--- config.mk ---
export PLATFORM = sky130hd
export DESIGN_NAME = pps_top
export DESIGN_NICKNAME = d
export VERILOG_FILES = /design/src/pps_pkg.sv /design/src/pps_cap_if.sv /design/src/pps_top.sv /design/src/pps_phrase_capture.sv
export SDC_FILE = /design/constraint.sdc
export NUM_CORES = 1
export LEC_CHECK = 0
export BUFFER_PORTS_ARGS = -buffer_cell sky130_fd_sc_hd__buf_2
export CORE_AREA = 2 2 151 79
export DETAILED_ROUTE_END_ITERATION = 12
export DIE_AREA = 0 0 153 81
export PLACE_DENSITY = 0.65
export SYNTH_ARGS = -nofsm -noshare
export SYNTH_HDL_FRONTEND = slang
export SYNTH_SLANG_ARGS = --single-unit
export TNS_END_PERCENT = 30
--- constraint.sdc ---
create_clock -name sys_clk -period 2.5 [get_ports sys_clk]
set_input_delay 0.375 -clock sys_clk [delete_from_list [all_inputs] [get_ports sys_clk]]
set_output_delay 0.375 -clock sys_clk [all_outputs]
set_load 0.01 [all_outputs]
--- src/pps_pkg.sv ---
// Shared constants for the phrase playback pin control block
package pps_pkg;
   // ==========================================================
   // Clock and timing
   localparam int SYS_CLK_MHZ      = 100;
   localparam int CAPTURE_DELAY_MS = 16;
   localparam int CAPTURE_CYCLES   = CAPTURE_DELAY_MS * SYS_CLK_MHZ * 1000;
   localparam int POR_TIME_US      = 1000;
   localparam int POR_CYCLES       = POR_TIME_US * SYS_CLK_MHZ;
   localparam int CNT_W            = 21;

   // ==========================================================
   // Widths and values
   localparam int HI_W             = 4;
   localparam int LO_W             = 3;
   localparam int ADDR_W           = HI_W + LO_W;
   localparam int SOUND_W          = 12;
   localparam logic [6:0] LFSR_SEED = 7'h5a;
   localparam logic [11:0] SOUND_GND = 12'h000;

   // ==========================================================
   // Playback states
   typedef enum logic [1:0] {
      ST_STANDBY = 2'b00,
      ST_IDLE    = 2'b01,
      ST_PLAY    = 2'b10
   } pps_state_t;
endpackage

--- src/pps_cap_if.sv ---
// Carrier between the pin control top and the phrase capture unit
`timescale 1ns/1ps
interface pps_cap_if;
   logic                           clear;
   logic [pps_pkg::HI_W-1:0]       hi;
   logic [pps_pkg::LO_W-1:0]       lo;
   logic                           rndN;
   logic                           capture;
   logic [pps_pkg::ADDR_W-1:0]     addr;

   modport ctl (output clear, output hi, output lo, output rndN, input capture, input addr);
   modport cap (input clear, input hi, input lo, input rndN, output capture, output addr);
endinterface

--- src/pps_top.sv ---
// Pin control top: reset, standby, busy, oscillator pins and playback start
`timescale 1ns/1ps
module pps_top #(
   parameter int CAPTURE_CYCLES = pps_pkg::CAPTURE_CYCLES,
   parameter int POR_CYCLES     = pps_pkg::POR_CYCLES
) (
   input  wire logic                            sys_clk,
   input  wire logic                            rst_n,
   input  wire logic                            resetPin_n,
   input  wire logic                            oscTypeSelect,
   input  wire logic                            oscIn,
   input  wire logic                            randomPlay_n,
   input  wire logic [pps_pkg::HI_W-1:0]        phraseSelectHi,
   input  wire logic [pps_pkg::LO_W-1:0]        phraseSelectLo,
   input  wire logic                            programToolIf,
   input  wire logic                            phraseDone,
   input  wire logic [pps_pkg::SOUND_W-1:0]     sampleIn,
   output logic                                 busy_n,
   output logic                                 oscDriveOut,
   output logic                                 rcNetworkOut,
   output logic                                 oscEnable,
   output logic [pps_pkg::SOUND_W-1:0]          soundOut,
   output logic                                 playStart,
   output logic [pps_pkg::ADDR_W-1:0]           phraseAddr
);
   // ==========================================================
   // Pin synchronisers, one per pin bit
   localparam int NSYNC = 5 + pps_pkg::HI_W + pps_pkg::LO_W;
   logic [NSYNC-1:0] pinRaw;
   logic [NSYNC-1:0] meta_ff;
   logic [NSYNC-1:0] sync_ff;

   assign pinRaw = {resetPin_n, oscTypeSelect, oscIn, randomPlay_n, programToolIf, phraseSelectHi, phraseSelectLo};

   generate
      for (genvar i = 0; i < NSYNC; i++) begin : g_sync
         // Two flops per pin; pull-ups idle high on reset, oscillator type select, oscillator and random pins
         always_ff @(posedge sys_clk or negedge rst_n) begin
            if (!rst_n) begin
               meta_ff[i] <= (i >= NSYNC - 4) ? 1'b1 : 1'b0;
               sync_ff[i] <= (i >= NSYNC - 4) ? 1'b1 : 1'b0;
            end else begin
               meta_ff[i] <= pinRaw[i];
               sync_ff[i] <= meta_ff[i];
            end
         end
      end
   endgenerate

   logic                        resetPinS_n;
   logic                        ceramicSel;
   logic                        oscInS;
   logic                        rndS_n;
   logic                        pgmS;
   logic [pps_pkg::HI_W-1:0]    hiS;
   logic [pps_pkg::LO_W-1:0]    loS;

   assign resetPinS_n = sync_ff[NSYNC-1];
   assign ceramicSel  = sync_ff[NSYNC-2];
   assign oscInS      = sync_ff[NSYNC-3];
   assign rndS_n      = sync_ff[NSYNC-4];
   assign pgmS        = sync_ff[NSYNC-5];
   assign hiS         = sync_ff[pps_pkg::LO_W +: pps_pkg::HI_W];
   assign loS         = sync_ff[pps_pkg::LO_W-1:0];

   // ==========================================================
   // Internal power-on reset hold
   localparam int POR_W = $clog2(POR_CYCLES + 1);
   logic [POR_W-1:0] porCnt_ff;
   logic             porActive;

   assign porActive = (porCnt_ff != '0);

   // Counts down from power-on before leaving standby
   always_ff @(posedge sys_clk or negedge rst_n) begin
      if (!rst_n) begin
         porCnt_ff <= POR_CYCLES[POR_W-1:0];
      end else if (porActive) begin
         porCnt_ff <= porCnt_ff - 1'b1;
      end
   end

   logic standbyReq;
   assign standbyReq = porActive | ~resetPinS_n;

   // ==========================================================
   // Phrase capture unit
   pps_cap_if capBus ();

   assign capBus.clear = standbyReq;
   assign capBus.hi    = hiS;
   assign capBus.lo    = loS;
   assign capBus.rndN  = rndS_n;

   pps_phrase_capture #(
      .CAPTURE_CYCLES (CAPTURE_CYCLES)
   ) u_capture (
      .sys_clk (sys_clk),
      .rst_n   (rst_n),
      .bus     (capBus.cap)
   );

   // ==========================================================
   // Playback state machine
   pps_pkg::pps_state_t state_ff;
   pps_pkg::pps_state_t nxt_state;
   logic                startNow;

   // Programming tool input high blocks new starts
   assign startNow = capBus.capture & ~pgmS;

   // Next state
   always_comb begin
      nxt_state = state_ff;
      case (state_ff)
         pps_pkg::ST_STANDBY: begin
            if (!standbyReq) begin
               nxt_state = pps_pkg::ST_IDLE;
            end
         end
         pps_pkg::ST_IDLE: begin
            if (startNow) begin
               nxt_state = pps_pkg::ST_PLAY;
            end
         end
         pps_pkg::ST_PLAY: begin
            if (phraseDone) begin
               nxt_state = pps_pkg::ST_IDLE;
            end
         end
         default: begin
            nxt_state = pps_pkg::ST_STANDBY;
         end
      endcase
      if (standbyReq) begin
         nxt_state = pps_pkg::ST_STANDBY;
      end
   end

   // State register
   always_ff @(posedge sys_clk or negedge rst_n) begin
      if (!rst_n) begin
         state_ff <= pps_pkg::ST_STANDBY;
      end else begin
         state_ff <= nxt_state;
      end
   end

   // ==========================================================
   // Busy and playback start outputs
   always_ff @(posedge sys_clk or negedge rst_n) begin
      if (!rst_n) begin
         busy_n     <= 1'b1;
         playStart  <= 1'b0;
         phraseAddr <= '0;
      end else begin
         busy_n    <= (nxt_state != pps_pkg::ST_PLAY);
         playStart <= (state_ff == pps_pkg::ST_IDLE) && (nxt_state == pps_pkg::ST_PLAY);
         if (standbyReq) begin
            phraseAddr <= '0;
         end else if ((state_ff == pps_pkg::ST_IDLE) && startNow) begin
            phraseAddr <= capBus.addr;
         end
      end
   end

   // ==========================================================
   // Oscillator pins and sound output
   logic nxtStandby;
   assign nxtStandby = (nxt_state == pps_pkg::ST_STANDBY);

   always_ff @(posedge sys_clk or negedge rst_n) begin
      if (!rst_n) begin
         oscEnable    <= 1'b0;
         oscDriveOut  <= 1'b0;
         rcNetworkOut <= 1'b0;
         soundOut     <= pps_pkg::SOUND_GND;
      end else if (nxtStandby) begin
         oscEnable    <= 1'b0;
         oscDriveOut  <= 1'b0;
         rcNetworkOut <= ~ceramicSel;
         soundOut     <= pps_pkg::SOUND_GND;
      end else begin
         oscEnable    <= 1'b1;
         oscDriveOut  <= ~oscInS;
         rcNetworkOut <= ~ceramicSel & oscInS;
         soundOut     <= (nxt_state == pps_pkg::ST_PLAY) ? sampleIn : pps_pkg::SOUND_GND;
      end
   end

   // ==========================================================
   // Checks
   property p_reset_pin;
      @(posedge sys_clk) disable iff (!rst_n)
      !resetPinS_n |=> (state_ff == pps_pkg::ST_STANDBY) && !oscEnable && (soundOut == 12'h000);
   endproperty
   a_reset_pin: assert property (p_reset_pin) else $error("reset pin did not force standby");

   property p_por_hold;
      @(posedge sys_clk) disable iff (!rst_n)
      $past(porActive) |-> (state_ff == pps_pkg::ST_STANDBY);
   endproperty
   a_por_hold: assert property (p_por_hold) else $error("left standby during power-on hold");

   property p_busy;
      @(posedge sys_clk) disable iff (!rst_n)
      busy_n == (state_ff != pps_pkg::ST_PLAY);
   endproperty
   a_busy: assert property (p_busy) else $error("busy does not follow playback");

   property p_osc_drive_out_low;
      @(posedge sys_clk) disable iff (!rst_n)
      (state_ff == pps_pkg::ST_STANDBY) |-> !oscDriveOut;
   endproperty
   a_osc_drive_out_low: assert property (p_osc_drive_out_low) else $error("second oscillator output high in standby");

   property p_rc_network_out_high;
      @(posedge sys_clk) disable iff (!rst_n)
      (state_ff == pps_pkg::ST_STANDBY && !$past(ceramicSel)) |-> rcNetworkOut;
   endproperty
   a_rc_network_out_high: assert property (p_rc_network_out_high) else $error("third oscillator output low in RC standby");

   property p_start;
      @(posedge sys_clk) disable iff (!rst_n)
      (state_ff == pps_pkg::ST_IDLE && capBus.capture && !pgmS && !standbyReq)
         |=> playStart && !busy_n && (phraseAddr == $past(capBus.addr));
   endproperty
   a_start: assert property (p_start) else $error("captured phrase did not start");

   property p_pgm_block;
      @(posedge sys_clk) disable iff (!rst_n)
      (state_ff == pps_pkg::ST_IDLE && pgmS) |=> !playStart;
   endproperty
   a_pgm_block: assert property (p_pgm_block) else $error("start while tool input high");

   property p_done;
      @(posedge sys_clk) disable iff (!rst_n)
      (state_ff == pps_pkg::ST_PLAY && phraseDone && !standbyReq) |=> busy_n ##1 (busy_n || $past(startNow));
   endproperty
   a_done: assert property (p_done) else $error("busy not released at end of phrase");
endmodule

--- src/pps_phrase_capture.sv ---
// Phrase capture unit: delayed switch capture and random playback trigger
`timescale 1ns/1ps
module pps_phrase_capture #(
   parameter int CAPTURE_CYCLES = pps_pkg::CAPTURE_CYCLES
) (
   input  wire logic sys_clk,
   input  wire logic rst_n,
   pps_cap_if.cap    bus
);
   // ==========================================================
   // State
   logic [pps_pkg::HI_W-1:0]   prevHi_ff;
   logic [pps_pkg::CNT_W-1:0]  timer_ff;
   logic [6:0]                 lfsr_ff;
   logic                       prevRndN_ff;
   logic                       capture_ff;
   logic                       capRandom_ff;
   logic [pps_pkg::ADDR_W-1:0] addr_ff;
   logic                       hiChange;
   logic                       rndFall;
   logic [pps_pkg::ADDR_W-1:0] switchAddr;

   assign hiChange = (bus.hi != prevHi_ff);
   assign rndFall  = prevRndN_ff & ~bus.rndN;
   // Low select bit dropped while random playback is in use
   assign switchAddr = {bus.hi, bus.lo[2:1], bus.lo[0] & bus.rndN};

   assign bus.capture = capture_ff;
   assign bus.addr    = addr_ff;

   // ==========================================================
   // Edge history of upper group and random input
   always_ff @(posedge sys_clk or negedge rst_n) begin
      if (!rst_n) begin
         prevHi_ff   <= '0;
         prevRndN_ff <= 1'b1;
      end else if (bus.clear) begin
         prevHi_ff   <= bus.hi;
         prevRndN_ff <= 1'b1;
      end else begin
         prevHi_ff   <= bus.hi;
         prevRndN_ff <= bus.rndN;
      end
   end

   // Capture delay timer, restarted by every further change of the upper group
   always_ff @(posedge sys_clk or negedge rst_n) begin
      if (!rst_n) begin
         timer_ff <= '0;
      end else if (bus.clear) begin
         timer_ff <= '0;
      end else if (hiChange) begin
         timer_ff <= CAPTURE_CYCLES[pps_pkg::CNT_W-1:0];
      end else if (timer_ff != '0) begin
         timer_ff <= timer_ff - 1'b1;
      end
   end

   // Free-running random address generator
   always_ff @(posedge sys_clk or negedge rst_n) begin
      if (!rst_n) begin
         lfsr_ff <= pps_pkg::LFSR_SEED;
      end else if (bus.clear) begin
         lfsr_ff <= pps_pkg::LFSR_SEED;
      end else begin
         lfsr_ff <= {lfsr_ff[5:0], lfsr_ff[6] ^ lfsr_ff[5]};
      end
   end

   // Capture pulse and address; random fall wins a tie
   always_ff @(posedge sys_clk or negedge rst_n) begin
      if (!rst_n) begin
         capture_ff   <= 1'b0;
         capRandom_ff <= 1'b0;
         addr_ff      <= '0;
      end else if (bus.clear) begin
         capture_ff   <= 1'b0;
         capRandom_ff <= 1'b0;
         addr_ff      <= '0;
      end else if (rndFall) begin
         capture_ff   <= 1'b1;
         capRandom_ff <= 1'b1;
         addr_ff      <= lfsr_ff;
      end else if (timer_ff == {{(pps_pkg::CNT_W-1){1'b0}}, 1'b1} && !hiChange) begin
         capture_ff   <= 1'b1;
         capRandom_ff <= 1'b0;
         addr_ff      <= switchAddr;
      end else begin
         capture_ff   <= 1'b0;
         capRandom_ff <= 1'b0;
      end
   end

   // ==========================================================
   // Checks
   property p_restart;
      @(posedge sys_clk) disable iff (!rst_n)
      (hiChange && !bus.clear) |=> (timer_ff == CAPTURE_CYCLES[pps_pkg::CNT_W-1:0]);
   endproperty
   a_restart: assert property (p_restart) else $error("capture timer not restarted");

   property p_expire;
      @(posedge sys_clk) disable iff (!rst_n)
      (timer_ff == 21'h000001 && !hiChange && !rndFall && !bus.clear) |=> (capture_ff && addr_ff == $past(switchAddr));
   endproperty
   a_expire: assert property (p_expire) else $error("no capture at timer expiry");

   property p_rnd_fall;
      @(posedge sys_clk) disable iff (!rst_n)
      (rndFall && !bus.clear) |=> (capture_ff && capRandom_ff && addr_ff == $past(lfsr_ff));
   endproperty
   a_rnd_fall: assert property (p_rnd_fall) else $error("random fall did not fetch");

   property p_ignore_low;
      @(posedge sys_clk) disable iff (!rst_n)
      (capture_ff && !capRandom_ff && !$past(bus.rndN)) |-> (addr_ff[0] == 1'b0);
   endproperty
   a_ignore_low: assert property (p_ignore_low) else $error("low select bit used in random mode");
endmodule

==> impl_metrics.json, run 1 <==
{
  "status": "finished, final reports clean",
  "period_minus_slack_ns": 2.09,
  "fillCellCount": 1021,
  "dpl-instance-area_um2": 4840,
  "post_cts_buffers": 0,
  "avgRoutedWirePerCell_um": 14.0,
  "finalClockSkew_ns": 0.0100,
  "cp.required_ns": 2.77,
  "start_util_pct": 38.3,
  "cts-buffers-inserted": 9,
  "p_seq_share_pct": 52.5,
  "cts.sinks": 108,
  "reg2reg_from": "porCnt_ff[4]",
  "dp_hpwl_mm": 5.51,
  "setup_viol": 0,
  "crit_chain": "or3_4 -> nor4_4 -> nand4_4 -> or3_4 -> a21oi_1",
  "final_util_pct": 45.5,
  "fmax_ghz": 0.478,
  "holdCritPathClass": "input port to register",
  "route.detailed.drc": 0,
  "syn_area_um2": 4330,
  "critPathTopFamily": "simple AND/OR/NAND/NOR gates",
  "cpPeakStageDelay_ns": 0.51,
  "vias": 2677,
  "fin_crit_sh_pct": 83.6,
  "synth_fp_nets": 384,
  "combPwrFrac_pct": 7.5,
  "core_area_um2": 11300,
  "rrSetupSlack_ns": 0.41,
  "arrival_ns": 2.36,
  "hp-start": "resetPin_n",
  "cpMostUsedCell": "or3_4",
  "min_to": "meta_ff[11]",
  "ctsLongestPathBuffers": 2,
  "die_w_um": 153,
  "rsz0062_at_grt": "false",
  "p_int_mw": 2.67,
  "setup_tns_ns": 0,
  "via_per_inst": 4.68,
  "grt_pass1_wl_mm": 13.7,
  "p_total_mw": 3.53,
  "hold_depth": 1,
  "tightestPinTransition_ns": 0.568,
  "dr.pass1.iters": 4,
  "stdcell_area_um2": 5150,
  "avgSynthCellArea_um2": 12.3,
  "finalNetCount": 449,
  "max_cap_viol_count": 0,
  "relSlewSlack_pct": 61.8,
  "gr-usage-all-layers_pct": 14.3,
  "vdd_drop_max_v": 0.000364,
  "power_leakage_nw": 2.54,
  "clockRootBuffer": "clkbuf_16",
  "gp_congestion": 0.827,
  "drt_iter0_drc": 188,
  "p_per_area_nw_per_um2": 686,
  "antenna_found_initial": 0,
  "overflow": 0,
  "synth.distinct_cells": 47,
  "ioPinCount": 51,
  "grt_pass1_vias": 2658,
  "ant_nets": 0,
  "io_buffers": 50,
  "final_max_slew_viol_count": 0,
  "finalWorstSetupSlack_ns": 0.410,
  "end_kind": "register",
  "drive_above_1_share_pct": 27.7,
  "ys_warn_count": 0,
  "cp_max_fo": 12,
  "diodes": 0,
  "rr_worst_depth": 5,
  "cts_max_level": 3,
  "syn-instance-count": 352,
  "hold_viol_final": 0,
  "die_area_um2": 12400,
  "wirelength_mm": 8.02,
  "grt_max_degree": 73,
  "cts.clk_slew.worst_paths_ns": 0.07,
  "ctsResizeCount": 0,
  "syn_to_final_growth_pct": 18.9,
  "start_kind": "register",
  "critPathBufInv": 0,
  "clock_latency_ns": 0.35,
  "pre_cts_ws_ns": 0.401,
  "p_sw_share_pct": 24.6,
  "cts_tree": "yes",
  "die_h_um": 81,
  "rows": 28,
  "synth-seq-area-share_pct": 63.0,
  "p_clk_share_pct": 40.0,
  "crit_slowest_cell": "or3_4",
  "path_class": "register to register",
  "ys_ff_latch": 108,
  "r2r-end": "u_capture.timer_ff[5]",
  "p_sw_uw": 868
}
[timing repair]
action                                  CTS  global route
hold endpoints to repair                 33             0
hold buffers                              1             0
endpoints found under the setup margin    0             0
[kinds of logic after synthesis]
logic type	after synthesis	synth area share, %
AND/OR/NAND/NOR	136	17.6
flip-flops	108	63.0
AO/OA/AOI/OAI	35	5.61
XOR/XNOR	32	6.47
buffers and inverters	21	2.25
multiplexers	15	3.61
adder cells (fa/ha/maj)	5	1.44
[cells in the mapped netlist, drive strengths merged]
cell type,number,area [um2]
xnor2,18,158
xor2,14,123
o22a,1,8.76
o21a,1,7.51
nand4,6,52.6
and2,13,81.3
inv,11,41.3
nand3,4,20.0
nor2b,4,25.0
mux2i,13,130
o31ai,3,36.3
a211oi,8,70.1
nand4b,1,8.76
o21ai,7,35.0
nor4,12,111
dfrtp,88,2200
and4,1,8.76
nand3b,2,15.0
a21oi,13,65.1
ha,5,62.6
or2,6,37.5
nand2,11,41.3
clkbuf,3,11.3
o31a,1,8.76
nand2b,3,18.8
o41a,1,11.3
or4,2,18.8
nor2,51,191
dfstp,20,526
or3,6,47.5
and3,1,6.26
nor3b,1,7.51
nor3,12,71.3
mux2,2,26.3
buf,7,45.0
[worst register-to-register path, stage by stage, from the launching register on]
cell and delay [ns]:
dfrtp_1 0.41, or3_4 0.43, nor4_4 0.28, nand4_4 0.21, or3_4 0.51, a21oi_1 0.16
[routing by layer]
layer | vias up | global-route usage (%) | wire length (um)
li1 | 1331 | - | -
met1 | 1276 | 20.9 | 4330
met2 | 61 | 19.8 | 3170
met3 | 9 | 5.07 | 407
met4 | 0 | 4.44 | 107
met5 | - | 0 | 0
[power by group through the flow]
stage	sequential, mW	clock, mW	combinational (mW)
floorplan	1.88	0	0.155
global placement	1.89	0	0.261
detailed placement	1.89	0	0.266
CTS	1.85	1.46	0.268
global route	1.86	1.54	0.300
finish	1.85	1.41	0.265
[metrics by stage]
step	cells	hold slack, ns
CTS	572	0.106
finish	572	0.122
floorplan	352	0.0794
detailed placement	555	0.335
global placement	555	0.334
global route	572	0.101
[cell usage in the layout (no fill, tap or decap), types with 12 or more instances in the layout]
master    n
nor2_1   51
dfrtp_1  88
a21oi_1  13
and2_1   13
buf_2    49
xnor2_1  18
buf_4    12
xor2_1   14
dfstp_2  20
mux2i_1  13
[sequential cells by signal (all words and copies together) (netlist names), 2 cells and up]
signal               flops
capBus.lo                3
u_capture.lfsr_ff        7
u_capture.prevHi_ff      4
capBus.hi                4
phraseAddr               7
u_capture.bus.addr       7
meta_ff                 12
state_ff                 2
porCnt_ff               17
u_capture.timer_ff      21
soundOut                12
[how the worst max path moves through the flow]
stage | start | to | slack [ns] | cells after the start
after global placement | u_capture.timer_ff[5] | u_capture.bus.addr[3] | 0.45 | 6
after global routing | porCnt_ff[4] | u_capture.timer_ff[5] | 0.24 | 5
after detailed placement | porCnt_ff[4] | u_capture.timer_ff[5] | 0.40 | 5
after CTS | porCnt_ff[4] | u_capture.timer_ff[5] | 0.40 | 5
after floorplan | porCnt_ff[13] | u_capture.timer_ff[17] | 0.53 | 6
final | porCnt_ff[4] | u_capture.timer_ff[5] | 0.41 | 5
[area by class of cell]
cell class	instances	area, um2	area share, %
multi-input cells	223	1510	29.2
repair buffers	64	385	7.48
clock inverters	6	62.6	1.22
clock buffers	10	239	4.64
well taps	150	188	3.65
inverters	11	41.3	0.802
flip-flops and latches	108	2730	53.0
No activity file was read; power rests on OpenSTA's default activity.
==> run 2: changes to the inputs <==
- clock period: 2.5 -> 2.05 ns (I/O delays scaled with it)
==> impl_metrics.json, run 2 (synthesis results as in run 1) <==
{
  "status": "finished, final reports clean",
  "startpoint": "porCnt_ff[14]",
  "holdCritPathClass": "input port to register",
  "hp-start": "oscTypeSelect",
  "finalNetCount": 458,
  "fillCellCount": 1010,
  "final_max_slew_viol_count": 0,
  "power_leakage_nw": 2.59,
  "met1_usage_pct": 21.2,
  "ant_nets": 0,
  "grt_max_degree": 46,
  "grt_pass1_vias": 2656,
  "io_buffers": 50,
  "p_per_area_nw_per_um2": 810,
  "cts.clk_slew.worst_paths_ns": 0.07,
  "clock_latency_ns": 0.35,
  "final_util_pct": 46.5,
  "reg2reg_from": "porCnt_ff[14]",
  "fmax_ghz": 0.499,
  "tightestPinTransition_ns": 0.582,
  "die_h_um": 81,
  "cts_tree": "yes",
  "route.detailed.drc": 0,
  "cts_max_level": 3,
  "path_class": "register to register",
  "dp_hpwl_mm": 5.76,
  "vias": 2741,
  "rsz0062_at_grt": "true",
  "wirelength_mm": 8.11,
  "antenna_found_initial": 0,
  "fin_crit_sh_pct": 97.7,
  "start_util_pct": 38.3,
  "cp.required_ns": 2.27,
  "ctsLongestPathBuffers": 2,
  "reg.largest.list": "u_capture.timer_ff: 21 flops, porCnt_ff: 17 flops",
  "ioPinCount": 51,
  "diodes": 0,
  "via_per_inst": 4.72,
  "final_common_cell": "dfrtp_1",
  "dr.pass1.iters": 4,
  "finalClockSkew_ns": 0.00906,
  "hold_viol_final": 0,
  "max_cap_viol_count": 0,
  "period_minus_slack_ns": 2.00,
  "die_w_um": 153,
  "p_total_mw": 4.26,
  "start_kind": "register",
  "top_usage_layer": "met1",
  "gr-usage-all-layers_pct": 14.1,
  "syn_to_final_growth_pct": 21.6,
  "die_area_um2": 12400,
  "rows": 28,
  "core_area_um2": 11300,
  "vdd_drop_max_v": 0.000473,
  "grt_pass1_wl_mm": 13.6,
  "cts-buffers-inserted": 9,
  "drt_iter0_drc": 170,
  "drive_above_1_share_pct": 30.4,
  "grt_util_met3_pct": 4.80,
  "regMostFlops": "u_capture.timer_ff",
  "cp_max_fo": 7,
  "gr-usage-met2_pct": 19.2,
  "cts.sinks": 108,
  "clockRootBuffer": "clkbuf_16",
  "avgRoutedWirePerCell_um": 14.0,
  "relSlewSlack_pct": 61.2,
  "gp_congestion": 0.895,
  "end_kind": "register",
  "overflow": 0,
  "largest_reg_flops": 21,
  "final_cell_mix": "dfrtp_1, nor2_1, buf_2",
  "setup_tns_ns": 0,
  "arrival_ns": 2.22,
  "setup_viol": 0
}
run 2: cell types whose count changed in the layout (fill, tap and decap cells not counted), moves of 2 or more:
cell and delta:
buf_4 +6, and2_1 -2, buf_12 +2, clkinv_4 +2, inv_6 -2
run 2: layout make-up:
type / instances / area [um2] / share of cell area [%]
clock inverters: 6 / 57.6 / 1.09
clock buffers: 10 / 229 / 4.35
well taps: 150 / 188 / 3.56
multi-input cells: 223 / 1540 / 29.3
flip-flops and latches: 108 / 2730 / 51.8
repair buffers: 73 / 482 / 9.15
inverters: 11 / 41.3 / 0.784
run 2: metal layers:
metal  wire (um)  part of all wire (%)
met5           0                     0
met2        3350                    41
met4          61                  0.75
met1        4350                    54
met3         345                   4.3
run 2: power by group:
group          switching, mW  total, mW  leakage [nW]  internal, mW
clock                  0.798       1.65         0.141         0.855
sequential            0.0483       2.26          1.36          2.21
combinational          0.188      0.347          1.09         0.160
total                   1.03       4.26          2.59          3.23
run 2: worst max-delay path: stages (launching register included):
cell and delay (ns):
dfrtp_1 0.40, or4_4 0.57, nor4_1 0.40, and2_2 0.30, nor3_1 0.08, xor2_1 0.14
run 2: stage by stage:
step / area [um2] / cells / hold WS [ns] / setup WS (ns)
floorplan: 4330 / 352 / 0.0119 / 0.0791
global placement: 4910 / 562 / 0.332 / 0.0893
detailed placement: 4910 / 562 / 0.339 / 0.0263
CTS: 5210 / 579 / 0.0469 / 0.0229
global route: 5270 / 581 / 0.0454 / -0.0304
finish: 5270 / 581 / 0.0564 / 0.0473
run 2: path summary, 6_finish.rpt:
kind / endpoint / slack (ns) / depth (start not counted)
worst min register to register: capBus.lo[0] / 0.35 / 0
worst max register to register: porCnt_ff[4] / 0.05 / 5
worst min-delay path: meta_ff[10] / 0.06 / 1
worst max-delay path: porCnt_ff[4] / 0.05 / 5
max in group asynchronous: u_capture.lfsr_ff[6] / 0.90 / 3
min in group asynchronous: soundOut[6] / 0.48 / 2
run 2: timing repair:
| item | CTS | global route |
|---|---|---|
| hold endpoints to repair | 25 | 0 |
| hold buffers | 1 | 0 |
| endpoints found under the setup margin | 0 | 38 |
| resized for setup | 0 | 9 |
| buffers inserted | 0 | 2 |
==> run 3: changes to the inputs <==
- CORE_AREA: 2 2 151 79 -> 5 5 154 82
- DIE_AREA: 0 0 153 81 -> 0 0 159 87
- GPL_TIMING_DRIVEN: not set -> 0
==> impl_metrics.json, run 3 (synthesis results as in run 1) <==
{
  "status": "finished, violations left",
  "violations": "negative setup slack",
  "setup_tns_ns": -0.338,
  "crit_slowest_cell": "or4_4",
  "period_minus_slack_ns": 2.09,
  "cpPeakStageDelay_ns": 0.59,
  "grt_max_degree": 74,
  "stdcell_area_um2": 5380,
  "overflow": 0,
  "rows": 28,
  "drive_above_1_share_pct": 33.1,
  "cp.required_ns": 2.33,
  "p_seq_share_pct": 52.5,
  "crit_chain": "or4_4 -> nor3_4 -> nand4_4 -> or3_4 -> buf_6 -> nor2_1",
  "cts_tree": "yes",
  "p_sw_mw": 1.05,
  "p_int_mw": 3.26,
  "rsz0062_at_grt": "true",
  "holdCritPathClass": "input port to register",
  "cp_max_fo": 10,
  "critPathTopFamily": "simple AND/OR/NAND/NOR gates",
  "power_leakage_nw": 2.65,
  "rr_worst_depth": 6,
  "clock_latency_ns": 0.35,
  "reg.largest.list": "u_capture.timer_ff: 21 flops, porCnt_ff: 17 flops",
  "dp_hpwl_mm": 5.92,
  "tightestPinTransition_ns": 0.548,
  "final_cell_mix": "dfrtp_1, nor2_1, buf_2",
  "gp_congestion": 0.782,
  "core_area_um2": 11300,
  "final_common_cell": "dfrtp_1",
  "regMostFlops": "u_capture.timer_ff",
  "avgRoutedWirePerCell_um": 15.0,
  "finalWorstSetupSlack_ns": -0.0434,
  "max_cap_viol_count": 0,
  "largest_reg_flops": 21,
  "relSlewSlack_pct": 63.4,
  "finalClockSkew_ns": 0.00664,
  "hold_viol_final": 0,
  "vdd_drop_max_v": 0.000422,
  "fillCellCount": 1006,
  "cts.sinks": 108,
  "grt_pass1_wl_mm": 15.0,
  "path_class": "register to register",
  "arrival_ns": 2.37,
  "dr.pass1.iters": 4,
  "syn_to_final_growth_pct": 24.3,
  "start_kind": "register",
  "hold_depth": 1,
  "fmax_ghz": 0.478,
  "cts_max_level": 3,
  "grt_pass1_vias": 2986,
  "end_kind": "register",
  "combPwrFrac_pct": 8.4,
  "die_h_um": 87,
  "io_buffers": 50,
  "start_util_pct": 38.3,
  "ctsLongestPathBuffers": 2,
  "finalNetCount": 468,
  "ant_nets": 0,
  "final_util_pct": 47.6,
  "route.detailed.drc": 0,
  "cts-buffers-inserted": 9,
  "vias": 2867,
  "fin_crit_sh_pct": 102,
  "final_max_slew_viol_count": 0,
  "cts.clk_slew.worst_paths_ns": 0.07,
  "clockRootBuffer": "clkbuf_16",
  "setup_viol": 15,
  "pre_cts_ws_ns": -0.315,
  "die_area_um2": 13800,
  "diodes": 0,
  "die_w_um": 159,
  "drt_iter0_drc": 222,
  "gr-usage-all-layers_pct": 13.8,
  "antenna_found_initial": 0,
  "critPathBufInv": 1,
  "finalHoldWorstSlack_ns": 0.0502,
  "p_per_area_nw_per_um2": 802,
  "p_clk_share_pct": 39.1,
  "crit_cells": 6,
  "p_sw_share_pct": 24.4,
  "dpl-instance-area_um2": 4800,
  "wirelength_mm": 8.86,
  "ioPinCount": 51,
  "via_per_inst": 4.85
}
run 3: cell count changes in the layout (fill, tap and decap cells not counted), moves of 3 or more:
cell	change
buf_12	-3
and2_1	-3
nor4_4	+3
buf_6	+5
and2_4	+4
run 3: per-stage QoR:
stage / power (mW) / instances
2_1_floorplan: 2.48 / 352
3_5_place_dp: 2.62 / 553
4_1_cts: 4.34 / 581
3_3_place_gp: 2.60 / 552
6_report: 4.31 / 591
5_1_grt: 4.51 / 591
run 3: layer usage:
| metal | vias up | wire length (um) | track usage (%) | share of wire (%) |
|---|---|---|---|---|
| li1 | 1369 | - | - | - |
| met5 | - | 0 | 0 | 0 |
| met4 | 0 | 95 | 3.87 | 1.1 |
| met1 | 1422 | 4500 | 19.2 | 51 |
| met3 | 13 | 528 | 5.77 | 6.0 |
| met2 | 63 | 3740 | 19.8 | 42 |
run 3: timing repair:
item,CTS,global route
hold buffers,1,0
cloned,0,1
resized for setup,4,26
setup buffers,11,9
endpoints found under the hold margin,32,0
endpoints found under the setup margin,47,49
pin swaps,11,14
run 3: area by class of cell:
cell class,instances,area (um2),share of cell area (%)
tap,150,188,3.49
buffer,10,66.3,1.23
sequential,108,2730,50.7
multi-input combinational,223,1600,29.6
inverter,11,41.3,0.767
clock inverter,6,52.6,0.976
timing repair buffer,73,472,8.76
clock buffer,10,239,4.44
run 3: power groups by stage:
stage	Combinational, mW	Sequential [mW]	Clock, mW
floorplan	0.189	2.29	0
global placement	0.301	2.30	0
detailed placement	0.316	2.30	0
CTS	0.336	2.27	1.74
global route	0.407	2.28	1.83
finish	0.361	2.27	1.69
run 3: final timing paths:
kind	startpoint	to	slack, ns
min in group asynchronous	rst_n	soundOut[10]	0.44
worst max-delay path	porCnt_ff[14]	u_capture.timer_ff[4]	-0.04
worst min register to register	meta_ff[1]	capBus.lo[1]	0.35
worst min-delay path	oscIn	meta_ff[9]	0.05
worst max register to register	porCnt_ff[14]	u_capture.timer_ff[4]	-0.04
max in group asynchronous	rst_n	porCnt_ff[5]	0.86
